<file path="src/port_two_map.svh">
/*
 Register offsets, reset values and timing figures of the port.
 Assumes a 16-bit register address taken as printed.
*/
`ifndef PORT_TWO_MAP_SVH
`define PORT_TWO_MAP_SVH
// Register offsets
`define ODC_OFS      16'hF1C2
`define DATA_OFS     16'hFFC0
`define DIR_OFS      16'hFFC2
// Reset values
`define ODC_RST      16'h0000
`define DATA_RST     16'h0000
`define DIR_RST      16'h0000
// Clock rate and interrupt sampling periods
`define CLK_MHZ      250
`define SLOW_PS      250000
`define FAST_PS      31250
`define SLOW_CYC     ((`SLOW_PS * `CLK_MHZ) / 1000000)
`define FAST_CYC     ((`FAST_PS * `CLK_MHZ) / 1000000)
// Line positions
`define FAST_LO      8
`define TIMER_LINE   15
`endif

</file>
<file path="src/port_two_pkg.sv">
/*
 Types shared by the port logic.
 Assumes port_two_map.svh is compiled alongside.
*/
package port_two_pkg;
	typedef enum logic [1:0] {
		CMP_OFF    = 2'b00,
		CMP_TOGGLE = 2'b01,
		CMP_SET    = 2'b11
	} cmp_mode_t;

	// One compare request per line from the capture/compare unit
	typedef struct packed {
		logic [15:0] trig;
		logic [15:0] ovf;
		logic [15:0] mode_set;
	} capcom_req_t;

	typedef struct packed {
		logic [15:0] data;
		logic [15:0] oe_n;
	} pin_drive_t;
endpackage

</file>
<file path="src/port_two_io.sv">
/*
 Sixteen-line I/O port with data latch, direction and open-drain
 registers, compare output path and capture/interrupt inputs.
 Assumes pins are asynchronous and the register port is synchronous.
*/
`timescale 1ns/1ps
`include "port_two_map.svh"

module port_two_io
	import port_two_pkg::*;
#(
	parameter int SLOW_CYC = `SLOW_CYC,
	parameter int FAST_CYC = `FAST_CYC
) (
	// Clock and reset
	input  wire logic        clk_i,
	input  wire logic        reset_i,
	// Register port
	input  wire logic [15:0] addr_i,
	input  wire logic [15:0] wdata_i,
	input  wire logic        wr_i,
	input  wire logic        rd_i,
	output logic      [15:0] rdata_o,
	// Capture/compare unit
	input  capcom_req_t      capcom_i,
	output logic      [15:0] capture_src_o,
	output logic      [15:0] ext_int_o,
	output logic      [7:0]  fast_int_o,
	output logic             timer_seven_count_o,
	// Pins
	input  wire logic [15:0] pin_i,
	output logic      [15:0] pin_o,
	output logic      [15:0] pin_oe_n_o
);

	function automatic logic hit(input logic [15:0] a,
		input logic [15:0] ofs);
		hit = (a == ofs);
	endfunction

	logic [15:0] port_two_data_latch;
	logic [15:0] port_two_direction;
	logic [15:0] port_two_open_drain_control;
	logic [15:0] pin_meta;
	logic [15:0] pin_sync;
	logic [15:0] next_latch;
	logic [15:0] capture_level;
	logic [7:0]  slow_cnt;
	logic [7:0]  fast_cnt;
	logic        data_wr;
	pin_drive_t  next_drive;

	// Last count of one fast sampling period, for the period check
	localparam int FAST_LAST = FAST_CYC - 1;

	assign data_wr = wr_i && hit(addr_i, `DATA_OFS);

	// Pin synchroniser
	always_ff @(posedge clk_i or posedge reset_i) begin
		if (reset_i) begin
			pin_meta <= 16'h0000;
			pin_sync <= 16'h0000;
		end else begin
			pin_meta <= pin_i;
			pin_sync <= pin_meta;
		end
	end

	// Latch input multiplexer per line
	genvar y;
	generate
		for (y = 0; y < 16; y++) begin : g_line
			always_comb begin
				if (data_wr) begin
					next_latch[y] = wdata_i[y];
				end else if (capcom_i.trig[y]) begin
					if (capcom_i.mode_set[y]) begin
						next_latch[y] = ~capcom_i.ovf[y];
					end else begin
						next_latch[y] = ~port_two_data_latch[y];
					end
				end else begin
					next_latch[y] = port_two_data_latch[y];
				end
			end
		end
	endgenerate

	// Data latch
	always_ff @(posedge clk_i or posedge reset_i) begin
		if (reset_i) begin
			port_two_data_latch <= `DATA_RST;
		end else begin
			port_two_data_latch <= next_latch;
		end
	end

	// Direction and open-drain registers
	always_ff @(posedge clk_i or posedge reset_i) begin
		if (reset_i) begin
			port_two_direction          <= `DIR_RST;
			port_two_open_drain_control <= `ODC_RST;
		end else begin
			if (wr_i && hit(addr_i, `DIR_OFS)) begin
				port_two_direction <= wdata_i;
			end
			if (wr_i && hit(addr_i, `ODC_OFS)) begin
				port_two_open_drain_control <= wdata_i;
			end
		end
	end

	// Read data, valid the cycle after the strobe only
	always_ff @(posedge clk_i or posedge reset_i) begin
		if (reset_i) begin
			rdata_o <= 16'h0000;
		end else if (!rd_i) begin
			rdata_o <= 16'h0000;
		end else if (hit(addr_i, `DATA_OFS)) begin
			rdata_o <= port_two_data_latch;
		end else if (hit(addr_i, `DIR_OFS)) begin
			rdata_o <= port_two_direction;
		end else if (hit(addr_i, `ODC_OFS)) begin
			rdata_o <= port_two_open_drain_control;
		end else begin
			rdata_o <= 16'h0000;
		end
	end

	// Pin drivers
	always_comb begin
		for (int i = 0; i < 16; i++) begin
			next_drive.data[i] = port_two_data_latch[i] &
				~port_two_open_drain_control[i];
			next_drive.oe_n[i] = ~port_two_direction[i] |
				(port_two_open_drain_control[i] &
				port_two_data_latch[i]);
		end
	end

	always_ff @(posedge clk_i or posedge reset_i) begin
		if (reset_i) begin
			pin_o      <= 16'h0000;
			pin_oe_n_o <= 16'hFFFF;
		end else begin
			pin_o      <= next_drive.data;
			pin_oe_n_o <= next_drive.oe_n;
		end
	end

	// Capture source: latch for outputs, pin for inputs
	assign capture_level = (port_two_direction & port_two_data_latch) |
		(~port_two_direction & pin_sync);

	always_ff @(posedge clk_i or posedge reset_i) begin
		if (reset_i) begin
			capture_src_o <= 16'h0000;
		end else begin
			capture_src_o <= capture_level;
		end
	end

	// Interrupt sampling periods
	always_ff @(posedge clk_i or posedge reset_i) begin
		if (reset_i) begin
			slow_cnt <= 8'h00;
			fast_cnt <= 8'h00;
		end else begin
			if (slow_cnt == 8'(SLOW_CYC - 1)) begin
				slow_cnt <= 8'h00;
			end else begin
				slow_cnt <= slow_cnt + 8'h01;
			end
			if (fast_cnt == 8'(FAST_CYC - 1)) begin
				fast_cnt <= 8'h00;
			end else begin
				fast_cnt <= fast_cnt + 8'h01;
			end
		end
	end

	always_ff @(posedge clk_i or posedge reset_i) begin
		if (reset_i) begin
			ext_int_o <= 16'h0000;
		end else if (slow_cnt == 8'(SLOW_CYC - 1)) begin
			ext_int_o <= capture_level;
		end
	end

	always_ff @(posedge clk_i or posedge reset_i) begin
		if (reset_i) begin
			fast_int_o <= 8'h00;
		end else if (fast_cnt == 8'(FAST_CYC - 1)) begin
			fast_int_o <= pin_sync[15:`FAST_LO];
		end
	end

	always_ff @(posedge clk_i or posedge reset_i) begin
		if (reset_i) begin
			timer_seven_count_o <= 1'b0;
		end else begin
			timer_seven_count_o <= pin_sync[`TIMER_LINE];
		end
	end
endmodule // port_two_io

</file>
<file path="config.mk">
export PLATFORM = sky130hd
export DESIGN_NAME = port_two_io
export DESIGN_NICKNAME = d
export VERILOG_FILES = /design/src/port_two_pkg.sv /design/src/port_two_io.sv
export VERILOG_INCLUDE_DIRS = /design/src
export SDC_FILE = /design/constraint.sdc
export NUM_CORES = 1
export LEC_CHECK = 0
export ABC_AREA = 1
export BUFFER_PORTS_ARGS = -buffer_cell sky130_fd_sc_hd__buf_2
export CELL_PAD_IN_SITES_DETAIL_PLACEMENT = 0
export CELL_PAD_IN_SITES_GLOBAL_PLACEMENT = 1
export CORE_MARGIN = 3
export CORE_UTILIZATION = 23
export DETAILED_ROUTE_END_ITERATION = 7
export PLACE_DENSITY = 0.53
export SETUP_SLACK_MARGIN = 0.1
export SLEW_MARGIN = 10
export SYNTH_ARGS = -nofsm -noshare
export SYNTH_HDL_FRONTEND = slang
export SYNTH_SLANG_ARGS = --single-unit
</file>
<file path="constraint.sdc">
create_clock -name clk_i -period 6.1 [get_ports clk_i]
set_clock_uncertainty 0.15 [all_clocks]
set_input_delay 0 -clock clk_i [delete_from_list [all_inputs] [get_ports clk_i]]
set_output_delay 0 -clock clk_i [all_outputs]
set_load 0.02 [all_outputs]
</file>
==> flow_summary.json <==
{
  "coreArea_sq_um": 32900,
  "drtAntennaViolNets": 0,
  "rsz0062_at_grt": "false",
  "initial_utilization_pct": 23.6,
  "fin_crit_ns": 2.08,
  "syn_area_per_cell_sq_um": 9.16,
  "path_class": "input port to flop",
  "diodes": 0,
  "setup_viol": 0,
  "ys_types": 30,
  "cts.clk_slew.worst_paths_ns": 0.08,
  "synth-seq-area-share_pct": 60.0,
  "power_density_nw_per_um2": 261,
  "cts-buffers-inserted": 17,
  "syn_to_final_growth_pct": 34.5,
  "ys.warnings.count": 0,
  "antenna_found_initial": 1,
  "postCtsSetupRepairBufs": 0,
  "finalSetupTns_ns": 0,
  "final_cell_mix": "buf_2 (188), nand2_1 (185), dfrtp_1 (169), inv_1 (161), o21ai_0 (98)",
  "drive_gt1_share_pct": 24.9,
  "synth_top_area_share_pct": 54.6,
  "worstPathRequired_ns": 6.27,
  "p_leak_nw": 5.38,
  "maxCapViolations": 0,
  "clockRootBuffer": "clkbuf_16",
  "internal_power_w": 0.00203,
  "drt-pass1-iter-count": 4,
  "clkLatencyLatePin_ns": 0.44,
  "dp.cells": 1453,
  "netlist_area_sq_um": 7750,
  "tightest_slew_ns": 0.919,
  "htree_num_levels": 4,
  "p_sw_share_pct": 25.5,
  "finalMaxSlewViolations": 0,
  "combPwrFrac_pct": 10.0,
  "netlist_instances": 846,
  "finalCritPeriodShare_pct": 34.1,
  "grt_pass1_wl_um": 36400,
  "cts_tree": "built",
  "die-area_sq_um": 35900,
  "track_usage_pct": 13.5,
  "grt_pass1_vias": 6309,
  "hold_viol": 0,
  "layout.cells.most_common": "buf_2",
  "nFillCells": 3577,
  "maxSlewHeadroom_pct": 38.7,
  "p_clk_share_pct": 42.0,
  "min_path_type": "input port to flop",
  "routed_wl_um": 23800,
  "nets": 1203,
  "synth_area_leaders": "dfrtp_1 (55%), nand2_1 (9.0%), inv_1 (7.8%)",
  "clockBufferDepth": 2,
  "die_y_um": 190,
  "yosysTopAreaCell": "dfrtp_1",
  "crit_arrival_ns": 2.25,
  "drt_iter0_drc": 269,
  "overflow": 0,
  "drc": 0,
  "via_per_inst": 3.95,
  "worst-path-max-fanout": 31,
  "end_kind": "flop",
  "whs_ns": 0.0392,
  "status": "finished clean",
  "vias": 6140,
  "fmax_mhz": 481,
  "grt_max_degree": 121,
  "dp_hpwl_um": 16300,
  "worstSetupStartpointType": "input port",
  "p_switching_w": 0.000693,
  "wl_per_cell_um": 15.3,
  "cts_num_sinks": 185,
  "ys_ff_latch": 185,
  "p_seq_share_pct": 48.1,
  "fin_cells": 1554,
  "gp_congestion": 0.766,
  "portBuffers": 188,
  "die_w_um": 190,
  "rows": 66,
  "vdd_drop_max_mv": 0.189,
  "synth_nets": 950,
  "io-pin-count": 189
}
cells by family (layout without fill, tap and decap cells):
logic type / after synthesis / after routing / share of synthesized area, %
AOI/OAI and AO/OA: 123 / 123 / 7.98
xor gates and xnor gates: 4 / 4 / 0.452
adders and majority gates: 4 / 4 / 0.646
buffers and inverters: 190 / 456 / 10.0
DFF: 185 / 185 / 60.0
muxes: 16 / 16 / 2.33
and+or+nand+nor: 324 / 324 / 18.6
layer usage:
layer / part of all wire, % / track usage [%] / up-vias / wire (um)
met5: 0.071 / 0 / - / 17
met4: 0.87 / 3.24 / 2 / 206
met3: 4.3 / 3.08 / 12 / 1030
met2: 48 / 22.4 / 117 / 11500
met1: 46 / 17.9 / 2876 / 11100
li1: - / - / 3133 / -
cell type report:
cell class,count,area (sq um),share of cell area (%)
clock buffers,20,457,4.38
clock inverters,12,140,1.34
inverters,163,619,5.94
multi-input cells,471,2340,22.5
flip-flops and latches,185,4650,44.6
well taps,442,553,5.31
repair buffers,261,1660,15.9
worst paths after layout:
kind	from	endpoint	slack (ns)	cells past startpoint
max in group asynchronous	reset_i	pin_meta[6]$_DFF_PP0_	4.19	4
hold / removal	pin_i[4]	pin_meta[4]$_DFF_PP0_	0.04	2
setup / recovery	addr_i[8]	rdata_o[12]$_DFF_PP0_	4.02	9
hold reg to reg	pin_meta[7]$_DFF_PP0_	pin_sync[7]$_DFF_PP0_	0.19	0
min in group asynchronous	reset_i	timer_seven_count_o$_DFF_PP0_	0.14	3
setup reg to reg	port_two_data_latch[12]$_DFFE_PP0P_	port_two_data_latch[12]$_DFFE_PP0P_	4.16	4
critical path, stage by stage:
cell           delay (ns)
buf_2                0.10
nand3_2              0.10
inv_1                0.06
nand2_1              0.08
nor2_4               0.66
nand2_4              0.35
o21ai_0              0.26
nor2_1               0.07
dlygate4sd3_1        0.55
cell usage after synthesis:
cell type and count:
nand2_1 185, dfrtp_1 169, inv_1 162, o21ai_0 98, nand3_1 72, nor2_1 33
a21oi_1 17, dfstp_2 16, mux2_2 16, buf_2 13, o21ai_1 7, buf_4 6
nor2_2 6, nor2_4 6, nor3_1 6, nand4_1 5, clkbuf_1 4, ha_1 4
buf_6 3, nand3_2 3, nor3b_1 3, xor2_1 3, nand2_2 2, a21o_1 1
clkbuf_2 1, inv_2 1, nand2_4 1, nor4_1 1, nor4_2 1, xnor2_1 1
registers in the layout, summed over array words and instances (netlist names):
signal and cells:
capture_src_o 16, ext_int_o 16, fast_cnt 8, fast_int_o 8, pin_meta 16, pin_o 16
pin_oe_n_o 16, pin_sync 16, port_two_data_latch 16, port_two_direction 16, port_two_open_drain_control 16, rdata_o 16
slow_cnt 8, timer_seven_count_o 1
power by group through the flow:
| stage | clock network (W) | registers, W | logic (W) |
|---|---|---|---|
| 2_1_floorplan | 0 | 0.00136 | 0.0000892 |
| 3_3_place_gp | 0 | 0.00133 | 0.000231 |
| 3_5_place_dp | 0 | 0.00133 | 0.000231 |
| 4_1_cts | 0.00119 | 0.00131 | 0.000279 |
| 5_1_grt | 0.00124 | 0.00131 | 0.000305 |
| 6_report | 0.00114 | 0.00131 | 0.000272 |
per-stage QoR:
step | total power [W] | area (sq um) | util [%] | setup WS [ns]
4_1_cts | 0.00278 | 10400 | 31.7 | 4.02
2_1_floorplan | 0.00145 | 7750 | - | 0.948
3_3_place_gp | 0.00156 | 9140 | 27.8 | 3.98
6_report | 0.00272 | 10400 | 31.7 | 4.02
3_5_place_dp | 0.00156 | 9140 | 27.8 | 3.94
5_1_grt | 0.00286 | 10400 | 31.7 | 3.83
timing repair:
item	4_1_cts	5_1_grt
gates resized for setup	0	0
endpoints found under the hold margin	189	0
hold buffers	69	0
Note: power is estimated with default switching activity, not from simulation.
